--- config.mk ---
export PLATFORM = sky130hd
export DESIGN_NAME = nslm_monitor
export DESIGN_NICKNAME = d
export VERILOG_FILES = /design/src/rtl/nslm_pkg.sv /design/src/rtl/nslm_monitor.sv /design/src/rtl/nslm_irq_bit.sv
export SDC_FILE = /design/constraint.sdc
export NUM_CORES = 1
export LEC_CHECK = 0
export ABC_AREA = 1
export ABC_CLOCK_PERIOD_IN_PS = 3650
export BUFFER_PORTS_ARGS = -buffer_cell sky130_fd_sc_hd__buf_2
export CORE_UTILIZATION = 54
export CTS_CLUSTER_SIZE = 14
export DETAILED_ROUTE_END_ITERATION = 6
export PLACE_DENSITY_LB_ADDON = 0.05
export SYNTH_ARGS = -nofsm -noshare
export SYNTH_HDL_FRONTEND = slang
export SYNTH_HIERARCHICAL = 1
export SYNTH_SLANG_ARGS = --single-unit
--- constraint.sdc ---
create_clock -name i_clock -period 3.65 [get_ports i_clock]
set_input_delay 0.1825 -clock i_clock [delete_from_list [all_inputs] [get_ports i_clock]]
set_output_delay 0.1825 -clock i_clock [all_outputs]
set_load 0.1 [all_outputs]
--- src/rtl/nslm_pkg.sv ---
/*
  Constants, register map and state types of the near-position and
  speed-limit monitor.
  Assumes one 125 MHz clock and a classic Wishbone slave port with
  32-bit data; speeds are in rpm, positions in reference units.
*/
// Contract
// near flag while position error below width
// near width 1..1073741824, default max, immediate
// host should set near width above completed width
// near flag drives output only when allocated
// limit flag while speed reaches applied limit
// mode selector internal/external, applies after restart
// torque limit 0..10000 rpm, default 10000, immediate
// oversized torque limit replaced by motor ceiling
// source one uses min of overspeed and limit
// external mode uses host supplied limit value
// limit flag drives output only when allocated
// source zero uses min of motor max, limit
// position error compared by magnitude
package nslm_pkg;

  // ****************************************************************
  // register byte addresses
  // ****************************************************************
  localparam logic [7:0] ADR_CTRL      = 8'h00;
  localparam logic [7:0] ADR_NEAR_W    = 8'h04;
  localparam logic [7:0] ADR_TRQ_LIM   = 8'h08;
  localparam logic [7:0] ADR_MOTOR_MAX = 8'h0C;
  localparam logic [7:0] ADR_OVERSPD   = 8'h10;
  localparam logic [7:0] ADR_EXT_LIM   = 8'h14;
  localparam logic [7:0] ADR_STATUS    = 8'h18;
  localparam logic [7:0] ADR_IRQ_STAT  = 8'h1C;
  localparam logic [7:0] ADR_IRQ_MASK  = 8'h20;

  // ****************************************************************
  // field positions
  // ****************************************************************
  localparam int CTL_NEAR_ALLOC = 0;
  localparam int CTL_VLT_ALLOC  = 1;
  localparam int CTL_MODE_SEL   = 2;
  localparam int CTL_SRC_SEL    = 3;
  localparam int CTL_RESTART    = 4;
  localparam int ST_NEAR        = 0;
  localparam int ST_VLT         = 1;
  localparam int ST_MODE        = 2;
  localparam int ST_SRC         = 3;
  localparam int ST_LIMIT_LSB   = 16;
  localparam int IRQ_NEAR_ON    = 0;
  localparam int IRQ_NEAR_OFF   = 1;
  localparam int IRQ_VLT_ON     = 2;
  localparam int IRQ_VLT_OFF    = 3;
  localparam int IRQ_N          = 4;

  // ****************************************************************
  // ranges and reset values
  // ****************************************************************
  localparam logic [30:0] NEAR_W_MIN    = 31'h00000001;
  localparam logic [30:0] NEAR_W_MAX    = 31'h40000000;
  localparam logic [15:0] TRQ_LIM_MAX   = 16'h2710;
  localparam logic [15:0] MOTOR_MAX_RST = 16'h1770;
  localparam logic [15:0] OVERSPD_RST   = 16'h1C20;
  localparam logic [15:0] EXT_LIM_RST   = 16'h2710;

  // limit mode: type of the staged and active mode selectors, which reset to NSLM_INTERNAL
  typedef enum logic {NSLM_INTERNAL, NSLM_EXTERNAL} nslm_mode_e;

endpackage

--- src/rtl/nslm_monitor.sv ---
/*
  Near-position and speed-limit monitor: position error window flag,
  torque-control speed limit selection and limit-active flag, with a
  Wishbone classic register slave and a masked interrupt.
  Assumes position, speed and torque-mode inputs come from logic on
  i_clock; the host runs one request at a time.
*/
// Added by the designer: the Wishbone interface to the registers and the register addresses.
`timescale 1ns/1ps
`default_nettype none
module nslm_monitor
  import nslm_pkg::*;
(
  input  wire logic        i_clock,        // 125 MHz system clock
  input  wire logic        i_rst_n,        // synchronous reset, low
  input  wire logic        i_clk_en,       // freezes all state when low
  input  wire logic        i_wb_cyc,       // bus cycle
  input  wire logic        i_wb_stb,       // bus strobe
  input  wire logic        i_wb_we,        // write enable
  input  wire logic [7:0]  i_wb_adr,       // byte address
  input  wire logic [3:0]  i_wb_sel,       // byte enables
  input  wire logic [31:0] i_wb_dat,       // write data
  output var  logic [31:0] o_wb_dat,       // read data
  output var  logic        o_wb_ack,       // acknowledge
  input  wire logic [31:0] i_pos_ref,      // commanded reference count
  input  wire logic [31:0] i_pos_fb,       // actual travel count
  input  wire logic [15:0] i_motor_speed,  // signed motor speed, rpm
  input  wire logic        i_torque_ctrl,  // torque control active
  output var  logic        o_near,         // allocated near flag
  output var  logic        o_vlt,          // allocated limit flag
  output var  logic [15:0] o_speed_limit,  // applied limit, rpm
  output var  logic        o_irq           // interrupt, high level
);

  // ****************************************************************
  // state
  // ****************************************************************
  typedef struct packed {
    logic        ack;
    logic [31:0] rdat;
    logic        near_alloc;
    logic        vlt_alloc;
    nslm_mode_e  mode_pend;
    nslm_mode_e  mode_act;
    logic        src_pend;
    logic        src_act;
    logic [30:0] near_w;
    logic [15:0] trq_lim;
    logic [15:0] motor_max;
    logic [15:0] overspd;
    logic [15:0] ext_lim;
    logic [3:0]  irq_mask;
    logic        near_raw;
    logic        vlt_raw;
    logic        near_out;
    logic        vlt_out;
    logic        irq;
    logic [15:0] limit;
  } nslm_core_s;

  localparam nslm_core_s CORE_RST = '{
    ack: 1'b0, rdat: '0, near_alloc: 1'b0, vlt_alloc: 1'b0,
    mode_pend: NSLM_INTERNAL, mode_act: NSLM_INTERNAL,
    src_pend: 1'b0, src_act: 1'b0, near_w: NEAR_W_MAX,
    trq_lim: TRQ_LIM_MAX, motor_max: MOTOR_MAX_RST,
    overspd: OVERSPD_RST, ext_lim: EXT_LIM_RST, irq_mask: '0,
    near_raw: 1'b0, vlt_raw: 1'b0, near_out: 1'b0, vlt_out: 1'b0,
    irq: 1'b0, limit: MOTOR_MAX_RST};

  nslm_core_s r;
  nslm_core_s next_r;

  logic [IRQ_N-1:0] irq_set;
  logic [IRQ_N-1:0] irq_clr;
  logic [IRQ_N-1:0] irq_stat;
  logic [32:0]      err;
  logic [32:0]      err_mag;
  logic [15:0]      spd_mag;
  logic [15:0]      lim_cap;
  logic [15:0]      lim_int;
  logic [7:0]       adr_word;
  logic             req_new;
  logic             wr_go;
  logic [31:0]      wmask;
  logic             restart_go;

  // byte-lane merge of a write into the current register value
  function automatic logic [31:0] nslm_merge(input logic [31:0] old,
                                             input logic [31:0] wd,
                                             input logic [31:0] m);
    nslm_merge = (old & ~m) | (wd & m);
  endfunction

  // ****************************************************************
  // bus decode
  // ****************************************************************
  // the write lands on the edge where the master sees ack, so a held
  // request is never applied twice
  always_comb begin
    adr_word = {i_wb_adr[7:2], 2'b00};
    req_new  = i_wb_cyc && i_wb_stb && !r.ack;
    wr_go    = i_wb_cyc && i_wb_stb && i_wb_we && r.ack;
    wmask    = {{8{i_wb_sel[3]}}, {8{i_wb_sel[2]}},
                {8{i_wb_sel[1]}}, {8{i_wb_sel[0]}}};
    restart_go = wr_go && (adr_word == ADR_CTRL) && i_wb_sel[0]
                 && i_wb_dat[CTL_RESTART];
  end

  // ****************************************************************
  // position window and speed magnitude
  // ****************************************************************
  // sign-extended difference cannot overflow, then take magnitude
  always_comb begin
    err     = {i_pos_ref[31], i_pos_ref} - {i_pos_fb[31], i_pos_fb};
    err_mag = err[32] ? 33'(-err) : err;
    spd_mag = i_motor_speed[15] ? 16'(-i_motor_speed)
                                : i_motor_speed;
  end

  // ****************************************************************
  // internal limit
  // ****************************************************************
  // the ceiling replaces a torque limit set above it
  always_comb begin
    lim_cap = r.src_act ? r.overspd : r.motor_max;
    lim_int = (r.trq_lim < lim_cap) ? r.trq_lim : lim_cap;
  end

  // ****************************************************************
  // next state
  // ****************************************************************
  always_comb begin
    logic [31:0] v;  // merged write value of the addressed register
    v = '0;
    next_r = r;

    // single-cycle ack, dropped the cycle after it was given
    next_r.ack = req_new;
    if (req_new) begin
      unique case (adr_word)
        ADR_CTRL: begin
          next_r.rdat = '0;
          next_r.rdat[CTL_NEAR_ALLOC] = r.near_alloc;
          next_r.rdat[CTL_VLT_ALLOC]  = r.vlt_alloc;
          next_r.rdat[CTL_MODE_SEL]   = r.mode_pend;
          next_r.rdat[CTL_SRC_SEL]    = r.src_pend;
        end
        ADR_NEAR_W:    next_r.rdat = {1'b0, r.near_w};
        ADR_TRQ_LIM:   next_r.rdat = {16'h0000, r.trq_lim};
        ADR_MOTOR_MAX: next_r.rdat = {16'h0000, r.motor_max};
        ADR_OVERSPD:   next_r.rdat = {16'h0000, r.overspd};
        ADR_EXT_LIM:   next_r.rdat = {16'h0000, r.ext_lim};
        ADR_STATUS: begin
          next_r.rdat = '0;
          next_r.rdat[ST_NEAR] = r.near_raw;
          next_r.rdat[ST_VLT]  = r.vlt_raw;
          next_r.rdat[ST_MODE] = r.mode_act;
          next_r.rdat[ST_SRC]  = r.src_act;
          next_r.rdat[ST_LIMIT_LSB +: 16] = r.limit;
        end
        ADR_IRQ_STAT:  next_r.rdat = {28'h0000000, irq_stat};
        ADR_IRQ_MASK:  next_r.rdat = {28'h0000000, r.irq_mask};
        default:       next_r.rdat = '0;  // unmapped reads as zero
      endcase
    end

    // register writes; selectors only stage, restart applies them
    if (wr_go) begin
      unique case (adr_word)
        ADR_CTRL: begin
          if (i_wb_sel[0]) begin
            next_r.near_alloc = i_wb_dat[CTL_NEAR_ALLOC];
            next_r.vlt_alloc  = i_wb_dat[CTL_VLT_ALLOC];
            next_r.mode_pend  = nslm_mode_e'(i_wb_dat[CTL_MODE_SEL]);
            next_r.src_pend   = i_wb_dat[CTL_SRC_SEL];
          end
        end
        ADR_NEAR_W: begin
          // out-of-range widths are clamped into 1..max
          v = nslm_merge({1'b0, r.near_w}, i_wb_dat, wmask);
          if (v > {1'b0, NEAR_W_MAX}) begin
            next_r.near_w = NEAR_W_MAX;
          end else if (v == 32'h00000000) begin
            next_r.near_w = NEAR_W_MIN;
          end else begin
            next_r.near_w = v[30:0];
          end
        end
        ADR_TRQ_LIM: begin
          v = nslm_merge({16'h0000, r.trq_lim}, i_wb_dat, wmask);
          next_r.trq_lim = (v > {16'h0000, TRQ_LIM_MAX})
                           ? TRQ_LIM_MAX : v[15:0];
        end
        ADR_MOTOR_MAX: begin
          v = nslm_merge({16'h0000, r.motor_max}, i_wb_dat, wmask);
          next_r.motor_max = v[15:0];
        end
        ADR_OVERSPD: begin
          v = nslm_merge({16'h0000, r.overspd}, i_wb_dat, wmask);
          next_r.overspd = v[15:0];
        end
        ADR_EXT_LIM: begin
          v = nslm_merge({16'h0000, r.ext_lim}, i_wb_dat, wmask);
          next_r.ext_lim = v[15:0];
        end
        ADR_IRQ_MASK: begin
          if (i_wb_sel[0]) begin
            next_r.irq_mask = i_wb_dat[IRQ_N-1:0];
          end
        end
        default: ;  // status, irq status and holes take no store
      endcase
    end

    // restart takes the staged selectors; staged bits written in the
    // same request are the ones applied
    if (restart_go) begin
      next_r.mode_act = next_r.mode_pend;
      next_r.src_act  = next_r.src_pend;
    end

    // window flag, width takes effect the cycle after it is written
    next_r.near_raw = err_mag < {2'b00, r.near_w};
    next_r.near_out = next_r.near_raw && r.near_alloc;

    // applied limit: host value in external mode, else internal
    next_r.limit = (r.mode_act == NSLM_EXTERNAL)
                   ? r.ext_lim : lim_int;
    // flag only while torque control is clamping at the limit
    next_r.vlt_raw = i_torque_ctrl && (spd_mag >= r.limit);
    next_r.vlt_out = next_r.vlt_raw && r.vlt_alloc;

    // level interrupt lags status by one cycle to come from a flop
    next_r.irq = |(irq_stat & r.irq_mask);
  end

  // ****************************************************************
  // events and sticky status
  // ****************************************************************
  always_comb begin
    irq_set[IRQ_NEAR_ON]  = next_r.near_raw && !r.near_raw;
    irq_set[IRQ_NEAR_OFF] = !next_r.near_raw && r.near_raw;
    irq_set[IRQ_VLT_ON]   = next_r.vlt_raw && !r.vlt_raw;
    irq_set[IRQ_VLT_OFF]  = !next_r.vlt_raw && r.vlt_raw;
    irq_clr = (wr_go && adr_word == ADR_IRQ_STAT && i_wb_sel[0])
              ? i_wb_dat[IRQ_N-1:0] : '0;
  end

  for (genvar g = 0; g < IRQ_N; g++) begin : g_irq
    nslm_irq_bit u_bit (
      .i_clock  (i_clock),
      .i_rst_n  (i_rst_n),
      .i_clk_en (i_clk_en),
      .i_set    (irq_set[g]),
      .i_clr    (irq_clr[g]),
      .o_flag   (irq_stat[g])
    );
  end

  // ****************************************************************
  // state register
  // ****************************************************************
  // reset wins over the clock enable so a frozen block still resets
  always_ff @(posedge i_clock) begin
    if (!i_rst_n) begin
      r <= CORE_RST;
    end else if (i_clk_en) begin
      r <= next_r;
    end
  end

  // outputs straight from flops
  assign o_wb_ack      = r.ack;
  assign o_wb_dat      = r.rdat;
  assign o_near        = r.near_out;
  assign o_vlt         = r.vlt_out;
  assign o_speed_limit = r.limit;
  assign o_irq         = r.irq;
endmodule
`default_nettype wire

--- src/rtl/nslm_irq_bit.sv ---
/*
  One sticky interrupt status bit with write-one-to-clear.
  Assumes set and clear come from logic on the same clock.
*/
`timescale 1ns/1ps
`default_nettype none
module nslm_irq_bit
  import nslm_pkg::*;
(
  input  wire logic i_clock,   // system clock
  input  wire logic i_rst_n,   // synchronous reset, active low
  input  wire logic i_clk_en,  // freezes the bit while low
  input  wire logic i_set,     // event pulse
  input  wire logic i_clr,     // software write of one
  output var  logic o_flag     // sticky status
);

  typedef struct packed {
    logic flag;
  } nslm_bit_s;

  nslm_bit_s r;
  nslm_bit_s next_r;

  // set beats clear so an event in the clearing cycle is kept
  always_comb begin
    next_r = r;
    if (i_set) begin
      next_r.flag = 1'b1;
    end else if (i_clr) begin
      next_r.flag = 1'b0;
    end
  end

  // state register
  always_ff @(posedge i_clock) begin
    if (!i_rst_n) begin
      r <= '0;
    end else if (i_clk_en) begin
      r <= next_r;
    end
  end

  assign o_flag = r.flag;

endmodule
`default_nettype wire

==> impl_metrics.py, run 1 <==
metrics = {
    "run_status": {
        "status": "completed",
    },
    "power_and_ir_drop": {
        "power.density_mw_per_mm2": 328.3,
        "p_leak_uw": 0.008267,
        "power.switching_uw": 1870,
        "p_seq_share_pct": 32.8,
        "p_clk_share_pct": 31.1,
        "comb_power_share_pct": 36.1,
        "max-vdd-ir-drop_uv": 296.6,
        "swShare_pct": 34.01,
        "internal_power_uw": 3629,
        "total_power_uw": 5499,
    },
    "critical_path": {
        "slowest_delay_ns": 0.58,
        "startpoint": "i_pos_ref[0]",
        "arrival_ns": 3.98,
        "r2r_slack_ns": 0.25,
        "crit_path_end_kind": "flop",
        "crit_path_start_kind": "primary input",
        "critPathMaxFanout": 4,
        "reg2reg_depth": 18,
        "crit_type": "primary input to flop",
        "critPathSlowestCell": "fa_2",
        "rr_startpoint": "r[120]$_SDFFE_PN0P_",
        "cp.required_ns": 4.00,
        "worst_path_most_repeated_cell": "nand2_1",
        "timing.rr.end": "o_speed_limit[10]$_SDFFE_PN1P_",
    },
    "worst_hold_path": {
        "hp-class": "primary input to flop",
        "min_from": "i_wb_dat[7]",
        "whs_path_depth": 3,
    },
    "global_routing": {
        "antenna_found_initial": 1,
        "grt.overflow.total": 0,
        "grt_pass1_wl_microns": 68650,
        "grt_util_all_layers_pct": 33.66,
        "grt_pass1_vias": 13784,
        "grt_start_max_net_pins": 60,
    },
    "yosys": {
        "ys_top_cells_by_area": "dfxtp_1 (25%), nand2_1 (16%), inv_1 (11%)",
        "async_reset_ff_share_pct": 0,
        "synthMuxAreaShare_pct": 0.1506,
        "ys_ff_latch": 163,
        "synth_top_family_by_area": "simple AND/OR/NAND/NOR gates",
        "synth_seq_area_share_pct": 24.55,
        "synth_nets": 2393,
        "synth_simple_gate_area_share_pct": 26.46,
        "synthAdderAreaFrac_pct": 9.092,
        "synth.avg_cell_area_sq_um": 6.138,
        "yosysTopAreaCellShare_pct": 24.55,
        "yosysWarnings": 6,
        "synthFlopType": "dfxtp_1",
        "synth_edf_count": 0,
        "synth-xor-area-share_pct": 2.965,
        "yosys.area.top_type": "dfxtp_1",
        "synth-compound-area-share_pct": 20.64,
        "synth_cell_types": 49,
        "netlist_instances": 2166,
        "syn_area_sq_mm": 0.01329,
    },
    "drt": {
        "vias_per_cell": 5.390,
        "totalWireLength_microns": 43880,
        "drt_iter0_markers": 1123,
        "drc_errors": 0,
        "drtAntennaViolNets": 0,
        "firstDrtPassIters": 6,
        "wl_per_cell_microns": 15.65,
        "vias": 15113,
    },
    "floorplanning": {
        "dieArea_sq_mm": 0.02525,
        "die_h_microns": 158.9,
        "num_rows": 57,
        "die_w_microns": 158.9,
        "io_pins": 183,
        "core_sq_mm": 0.02425,
        "start_util_pct": 54.82,
    },
    "layout": {
        "fill_cells": 2217,
        "diodes": 0,
        "area_growth_pct": 26.00,
        "drive_gt1_share_pct": 22.78,
        "nets": 2695,
        "register_area_sq_mm": 0.003263,
        "multi_input_comb_area_sq_mm": 0.008478,
        "mostFrequentLayoutCells": "nand2_1 (555), inv_1 (384), buf_4 (213)",
        "mostFrequentLayoutCell": "nand2_1",
    },
    "placed_design": {
        "post-place-ws_ns": -0.6157,
        "place_congestion": 0.9499,
        "dp_hpwl_microns": 34520,
        "portBuffers": 180,
    },
    "cts": {
        "numClockSinks": 163,
        "clk_path_buf_depth": 2,
        "cts_hold_buf": 0,
        "cts_tree": "done",
        "htree_levels": 4,
        "clock_latency_ns": 0.43,
        "clkTransAtPathRegs_ns": 0.07,
        "cts_made_buffers": 17,
        "clock-root-buffer": "clkbuf_16",
    },
    "sta": {
        "drv_slew": 0,
        "hold_viol": 0,
        "grt_setup_unrepaired": "true",
        "fmax_mhz": 275.4,
        "setup_viol": 0,
        "fin_ws_ns": 0.01855,
        "fin_tns_setup_ns": 0,
        "tightest_slew_ns": 0.9839,
        "maxSlewHeadroom_pct": 33.80,
        "min_period_ns": 3.631,
        "fin_crit_sh_pct": 99.49,
        "fin_skew_ns": 0.01125,
    },
    "job": {
        "maxCapViolations": 0,
    },
}
-- per-stage QoR --
step	hold slack (ns)	utilization [%]	cell area, sq um	instances
floorplan	0.3040	-	13340	2166
global placement	0.4459	64.06	15530	2762
detailed placement	0.4543	64.06	15530	2762
CTS	0.04672	66.74	16180	2795
global route	0.05967	69.08	16750	2804
finish	0.05494	69.08	16750	2804
-- critical path: cells and delay by family --
kind	cells	cell delay (ns)
and+or+nand+nor	13	1.25
adders and majority gates	4	1.17
AOI/OAI and AO/OA	5	0.86
buffers and inverters	4	0.27
xor gates and xnor gates	1	0.24
-- cells in the mapped netlist (3+ instances only) --
master / n
a211oi_1: 11
a21oi_1: 215
a21oi_2: 4
a221o_1: 6
a221oi_1: 8
buf_2: 6
buf_4: 51
buf_6: 4
clkbuf_1: 53
clkinv_1: 3
dfxtp_1: 163
ha_1: 95
inv_1: 390
inv_2: 4
nand2_1: 583
nand2_2: 4
nand3_1: 63
nand3b_1: 4
nand4_1: 29
nor2_1: 132
nor2_2: 7
nor3_1: 20
nor3b_1: 3
nor4_1: 7
o2111ai_1: 4
o211ai_1: 23
o21a_1: 8
o21ai_0: 150
o21ai_1: 4
o21ai_2: 3
o221ai_1: 6
o22ai_1: 33
o31ai_1: 4
or2_2: 5
xnor2_1: 18
xor2_1: 27
-- power groups by stage --
| stage | Clock [uW] | Combinational [uW] | Sequential (uW) |
|---|---|---|---|
| after floorplan | 0 | 1060 | 1850 |
| after global placement | 0 | 1680 | 1840 |
| after detailed placement | 0 | 1720 | 1840 |
| after CTS | 1710 | 1780 | 1800 |
| after global routing | 1790 | 2210 | 1800 |
| final | 1710 | 1990 | 1800 |
-- layer usage --
layer | vias to the layer above | GRT usage (%) | part of all wire, %
met4 | 2 | 17.53 | 5.0
li1 | 7535 | - | -
met2 | 603 | 59.69 | 49
met1 | 6851 | 39.34 | 40
met5 | - | 0 | 0.030
met3 | 122 | 4.676 | 6.5
-- final cells by class --
| class | count | share of cell area, % |
|---|---|---|
| clock inverters | 8 | 0.4781 |
| clock buffers | 23 | 2.794 |
| multi-input cells | 1493 | 50.62 |
| repair buffers | 396 | 15.22 |
| well taps | 324 | 2.420 |
| inverters | 397 | 8.986 |
| flip-flops and latches | 163 | 19.48 |
-- cells by family (layout without fill, tap and decap cells) --
| group | after synthesis | after routing |
|---|---|---|
| xor+xnor | 45 | 45 |
| mux | 2 | 2 |
| compound gates | 487 | 487 |
| buf+inv | 511 | 824 |
| simple gates | 862 | 863 |
| fa+ha+maj | 96 | 96 |
| flops | 163 | 163 |
-- worst max-delay path by stage --
| stage | end | slack, ns |
|---|---|---|
| 2_1_floorplan | g_irq[1].u_bit/o_flag$_SDFFE_PN0P_ | -0.01 |
| 4_1_cts | g_irq[1].u_bit/o_flag$_SDFFE_PN0P_ | 0.002 |
| 3_5_place_dp | g_irq[0].u_bit/o_flag$_SDFFE_PN0P_ | -0.62 |
| 6_report | o_near$_SDFFE_PN0P_ | 0.02 |
| 5_1_grt | g_irq[1].u_bit/o_flag$_SDFFE_PN0P_ | -0.20 |
| 3_3_place_gp | g_irq[0].u_bit/o_flag$_SDFFE_PN0P_ | -0.47 |
-- timing repair --
item,4_1_cts,5_1_grt
gates cloned,0,1
pin swaps,19,65
gates resized for setup,24,112
setup buffers,2,8
endpoints found under the setup margin,4,4
No activity file was read; power rests on OpenSTA's default activity.
==> inputs of run 2 (changes only) <==
==> constraint.sdc (replaced) <==
create_clock -name i_clock -period 3.65 [get_ports i_clock]
set_input_delay 1.095 -clock i_clock [delete_from_list [all_inputs] [get_ports i_clock]]
set_output_delay 1.095 -clock i_clock [all_outputs]
set_load 0.1 [all_outputs]
==> run 2 against run 1 <==
Effect of this change:
- maximum frequency down 19%
- critical endpoint is now g_irq[1].u_bit/o_flag$_SDFFE_PN0P_
- cell area up 3.4%
- the flow now finishes with violations (setup timing)
- sequential share of layout area down 0.63 points
- critical path depth up 5
- register-to-register slack better by 0.20 ns
- clock skew down 0.0016 ns
- die area unchanged
- wire length up 3.1%
- via count up 1.0%
- flip-flop and latch count unchanged
==> impl_metrics.py, run 2 (synthesis results as in run 1) <==
metrics = {
    "run_status": {
        "status": "finished, violations left",
        "violations": "setup timing",
    },
    "sta": {
        "fin_tns_setup_ns": -3.018,
        "fin_skew_ns": 0.009616,
        "holdWs_ns": 0.4629,
        "fmax_mhz": 223.8,
        "fin_crit_sh_pct": 122.4,
        "maxSlewHeadroom_pct": 22.04,
        "setup_viol": 4,
        "hold_viol": 0,
        "fin_ws_ns": -0.8191,
        "drv_slew": 0,
        "grt_setup_unrepaired": "true",
        "tightest_slew_ns": 1.168,
        "min_period_ns": 4.469,
    },
    "job": {
        "maxCapViolations": 0,
    },
    "worst_hold_path": {
        "whs_endpoint": "o_wb_dat[4]$_SDFFE_PN0P_",
        "hp-class": "flop to flop",
        "min_from": "o_wb_dat[4]$_SDFFE_PN0P_",
        "whs_path_depth": 2,
    },
    "layout": {
        "area_growth_pct": 30.23,
        "mostFrequentLayoutCell": "nand2_1",
        "nets": 2744,
        "mostFrequentLayoutCells": "nand2_1 (553), inv_1 (384), buf_4 (263)",
        "fin_util_pct": 71.40,
        "fin_cells": 2855,
        "drive_gt1_share_pct": 25.26,
    },
    "critical_path": {
        "rr_startpoint": "r[120]$_SDFFE_PN0P_",
        "crit_type": "primary input to flop",
        "timing.rr.end": "o_speed_limit[2]$_SDFFE_PN0P_",
        "crit_path_start_kind": "primary input",
        "cp.required_ns": 4.01,
        "reg2reg_depth": 15,
        "arrival_ns": 4.83,
        "critPathSlowestCell": "fa_2",
        "r2r_slack_ns": 0.45,
        "critPathMaxFanout": 4,
        "worst_path_most_repeated_cell": "nand2_1",
        "slowest_delay_ns": 0.57,
        "crit_path_end_kind": "flop",
    },
    "placed_design": {
        "portBuffers": 180,
        "place_congestion": 0.9769,
        "dp_hpwl_microns": 35130,
        "dp_cells": 2810,
    },
    "power_and_ir_drop": {
        "max-vdd-ir-drop_uv": 284.9,
        "p_leak_uw": 0.008579,
        "total_power_uw": 5765,
        "power.density_mw_per_mm2": 333.0,
    },
    "drt": {
        "drc_errors": 0,
        "vias": 15268,
        "vias_per_cell": 5.348,
        "totalWireLength_microns": 45250,
        "wl_per_cell_microns": 15.85,
        "firstDrtPassIters": 5,
        "drt_iter0_markers": 1306,
        "drtAntennaViolNets": 0,
    },
    "floorplanning": {
        "core_sq_mm": 0.02425,
        "num_rows": 57,
        "start_util_pct": 54.82,
        "io_pins": 183,
        "die_w_microns": 158.9,
        "die_h_microns": 158.9,
        "dieArea_sq_mm": 0.02525,
    },
    "cts": {
        "clk_path_buf_depth": 2,
        "cts_tree": "done",
        "cts_hold_buf": 0,
        "clkTransAtPathRegs_ns": 0.07,
        "clock-root-buffer": "clkbuf_16",
        "clock_latency_ns": 0.43,
        "htree_levels": 4,
        "cts_made_buffers": 17,
        "numClockSinks": 163,
    },
    "global_routing": {
        "grt_util_all_layers_pct": 35.13,
        "grt_pass1_wl_microns": 71450,
        "grt_pass1_vias": 14403,
        "antenna_found_initial": 1,
        "grt.overflow.total": 0,
        "grt_start_max_net_pins": 60,
    },
}
-- run 2: changes by cell type in the layout (fill, tap and decap cells not counted), sizes merged --
cell	before	now
buf	396	445
bufinv	1	3
clkbuf	23	20
clkinv	4	9
clkinvlp	6	3
diode	0	1
-- run 2: how the worst max path moves through the flow --
stage          cells past startpoint          from                                  to  slack, ns
3_3_place_gp                      29  i_pos_ref[0]  g_irq[0].u_bit/o_flag$_SDFFE_PN0P_      -1.38
6_report                          32  i_pos_ref[0]  g_irq[1].u_bit/o_flag$_SDFFE_PN0P_      -0.82
5_1_grt                           34  i_pos_fb[23]  g_irq[1].u_bit/o_flag$_SDFFE_PN0P_      -1.07
4_1_cts                           29  i_pos_ref[0]  g_irq[1].u_bit/o_flag$_SDFFE_PN0P_      -0.79
2_1_floorplan                     37  i_pos_ref[0]  g_irq[1].u_bit/o_flag$_SDFFE_PN0P_      -0.93
3_5_place_dp                      29  i_pos_ref[0]  g_irq[0].u_bit/o_flag$_SDFFE_PN0P_      -1.49
-- run 2: repair_timing --
item,CTS,global route
setup buffers,3,8
gates resized for setup,48,106
cloned,1,0
setup endpoints to repair,7,8
pin swaps,35,48
-- run 2: worst max-delay path: cells and delay by family --
family | cells | cell delay, ns
AOI/OAI and AO/OA | 2 | 0.27
and+or+nand+nor | 20 | 1.90
adders and majority gates | 4 | 1.13
xor gates and xnor gates | 1 | 0.11
buffers and inverters | 5 | 0.31
-- run 2: area by class of cell --
class / count / area, sq um
flip-flops and latches: 163 / 3263
well taps: 324 / 405.4
clock inverters: 12 / 153.9
clock buffers: 20 / 466.7
repair buffers: 445 / 2923
diodes: 1 / 2.502
inverters: 397 / 1510
fillers: 2171 / 6935
multi-input cells: 1493 / 8588
-- run 2: per-stage QoR --
stage / cell area (sq um) / worst slack [ns]
floorplan: 13340 / -0.9254
global placement: 15910 / -1.380
detailed placement: 15910 / -1.486
CTS: 16740 / -0.7852
global route: 17310 / -1.071
finish: 17310 / -0.8191
-- run 2: where the power goes --
part           internal (uW)  switching, uW  leakage (uW)
combinational            920           1150       0.00696
sequential              1790           11.1       0.00132
clock                   1130            761      0.000298
-- run 2: metal layers --
| layer | track usage [%] | vias to the layer above | wire length (microns) |
|---|---|---|---|
| met5 | 0 | - | 0 |
| met4 | 20.54 | 0 | 2539 |
| met3 | 4.676 | 142 | 3013 |
| met2 | 61.34 | 643 | 21800 |
| met1 | 41.13 | 6865 | 17900 |
| li1 | - | 7618 | - |
==> inputs of run 3 (changes only) <==
Settings changed: CORE_MARGIN from default to 4.
==> run 3 against run 2 <==
Effect of this change:
- largest power group unchanged
- clock skew up 0.0029 ns
- core utilization down 1.1 points
- clock power down 8%
- setup slack worse by 0.081 ns
- register-to-register slack better by 0.03 ns
- critical path depth down 3
- global-route usage down 3.0 points
- the flow still finishes with violations (setup timing)
- total power down 4.3%
==> impl_metrics.py, run 3 (synthesis results as in run 1) <==
metrics = {
    "run_status": {
        "status": "finished, violations left",
        "violations": "setup timing",
    },
    "sta": {
        "fin_skew_ns": 0.01249,
        "fin_ws_ns": -0.8997,
        "tightest_slew_ns": 1.138,
        "drv_slew": 0,
        "grt_setup_unrepaired": "true",
        "min_period_ns": 4.550,
        "setup_viol": 4,
        "fmax_mhz": 219.8,
        "maxSlewHeadroom_pct": 24.03,
        "fin_tns_setup_ns": -3.357,
        "fin_crit_sh_pct": 124.7,
        "hold_viol": 0,
    },
    "cts": {
        "clkTransAtPathRegs_ns": 0.07,
        "clock_latency_ns": 0.43,
        "numClockSinks": 163,
        "cts_hold_buf": 0,
        "htree_levels": 4,
        "cts_made_buffers": 17,
        "clock-root-buffer": "clkbuf_16",
        "cts_tree": "done",
        "clk_path_buf_depth": 2,
    },
    "placed_design": {
        "dp_cells": 2803,
        "place_congestion": 0.9886,
        "place_area_sq_mm": 0.01587,
        "post-place-ws_ns": -1.496,
        "portBuffers": 180,
        "dp_hpwl_microns": 35250,
    },
    "drt": {
        "wl_per_cell_microns": 15.64,
        "vias_per_cell": 5.341,
        "firstDrtPassIters": 5,
        "drtAntennaViolNets": 0,
        "vias": 15211,
        "totalWireLength_microns": 44540,
        "drt_iter0_markers": 1197,
        "drc_errors": 0,
    },
    "critical_path": {
        "slowest_delay_ns": 0.37,
        "crit_type": "primary input to flop",
        "rr_startpoint": "r[120]$_SDFFE_PN0P_",
        "startpoint": "i_pos_ref[0]",
        "critPathSlowestCell": "fa_2",
        "crit_path_end_kind": "flop",
        "cpLargestDelayFamily": "simple AND/OR/NAND/NOR gates",
        "arrival_ns": 4.92,
        "cp.required_ns": 4.02,
        "critPathMaxFanout": 4,
        "worst-path-buf-inv": 3,
        "crit_path_start_kind": "primary input",
    },
    "job": {
        "maxCapViolations": 0,
    },
    "floorplanning": {
        "start_util_pct": 54.82,
        "io_pins": 183,
        "core_sq_mm": 0.02425,
        "die_h_microns": 164.9,
        "num_rows": 57,
        "die_w_microns": 164.9,
        "dieArea_sq_mm": 0.02719,
    },
    "global_routing": {
        "grt.overflow.total": 0,
        "busiest_layer": "met2",
        "use_met2_pct": 56.00,
        "grt_start_max_net_pins": 105,
        "antenna_found_initial": 0,
        "grt_pass1_vias": 14139,
        "met1_usage_pct": 38.60,
        "grt_pass1_wl_microns": 69810,
        "met3_usage_pct": 3.793,
        "grt_util_all_layers_pct": 32.12,
    },
    "power_and_ir_drop": {
        "p_seq_share_pct": 32.7,
        "internal_power_uw": 3626,
        "p_clk_share_pct": 31.5,
        "power.switching_uw": 1891,
        "comb_power_share_pct": 35.8,
        "p_leak_uw": 0.008508,
        "swShare_pct": 34.28,
        "total_power_uw": 5517,
        "power.density_mw_per_mm2": 323.6,
        "max-vdd-ir-drop_uv": 325.4,
    },
    "layout": {
        "drive_gt1_share_pct": 23.69,
        "nets": 2738,
        "stdcell_area_sq_mm": 0.01705,
        "mostFrequentLayoutCells": "nand2_1 (562), inv_1 (386), buf_4 (254)",
        "diodes": 0,
        "mostFrequentLayoutCell": "nand2_1",
        "fin_cells": 2848,
        "area_growth_pct": 28.25,
    },
    "worst_hold_path": {
        "hp-class": "flop to flop",
        "min_from": "o_wb_dat[23]$_SDFFE_PN0P_",
    },
}
-- run 3: per-stage QoR --
step	hold WS, ns	utilization, %
2_1_floorplan	0.4333	-
3_3_place_gp	0.4444	65.43
3_5_place_dp	0.4547	65.43
4_1_cts	0.4649	68.62
5_1_grt	0.4812	70.31
6_report	0.4644	70.31
-- run 3: worst reg2reg max path, stage by stage (launching register included) --
cell	delay, ns
dfxtp_1	0.50
buf_4	0.29
nand2_1	0.08
o21ai_0	0.14
ha_1	0.32
nand2_1	0.09
inv_1	0.04
o21bai_1	0.12
a21oi_1	0.09
a2111oi_0	0.29
buf_4	0.19
nand2_1	0.08
buf_4	0.19
o21ai_0	0.27
o21ai_0	0.13
buf_4	0.15
a21oi_1	0.12
-- run 3: worst paths after layout --
| path | endpoint | slack [ns] | depth (start not counted) |
|---|---|---|---|
| min reg2reg | o_wb_dat[23]$_SDFFE_PN0P_ | 0.46 | 2 |
| max reg2reg | o_speed_limit[0]$_SDFFE_PN0P_ | 0.48 | 16 |
| min | o_wb_dat[23]$_SDFFE_PN0P_ | 0.46 | 2 |
| max | g_irq[0].u_bit/o_flag$_SDFFE_PN0P_ | -0.90 | 29 |
-- run 3: what timing repair did --
| item | 4_1_cts | 5_1_grt |
|---|---|---|
| gates resized for setup | 38 | 76 |
| buffers inserted | 7 | 5 |
| endpoints found under the setup margin | 4 | 8 |
| pin swaps | 35 | 39 |
| cloned | 1 | 0 |
-- run 3: power groups by stage --
stage | logic [uW] | clock network, uW | registers [uW]
6_report | 1970 | 1740 | 1800
5_1_grt | 2200 | 1810 | 1800
3_3_place_gp | 1730 | 0 | 1840
4_1_cts | 1850 | 1740 | 1800
2_1_floorplan | 1060 | 0 | 1850
3_5_place_dp | 1770 | 0 | 1840
-- run 3: metal layers --
layer | routed length (microns) | up-vias
li1 | - | 7609
met1 | 17860 | 6917
met2 | 21690 | 554
met3 | 2661 | 131
met4 | 2323 | 0
met5 | 0 | -
-- run 3: area by class of cell --
cell class / instances / area [sq um]
timing repair buffer: 439 / 2898
inverter: 397 / 1503
tap: 324 / 405.4
fill: 2192 / 7198
clock inverter: 13 / 128.9
multi-input combinational: 1493 / 8419
sequential: 163 / 3263
clock buffer: 19 / 432.9
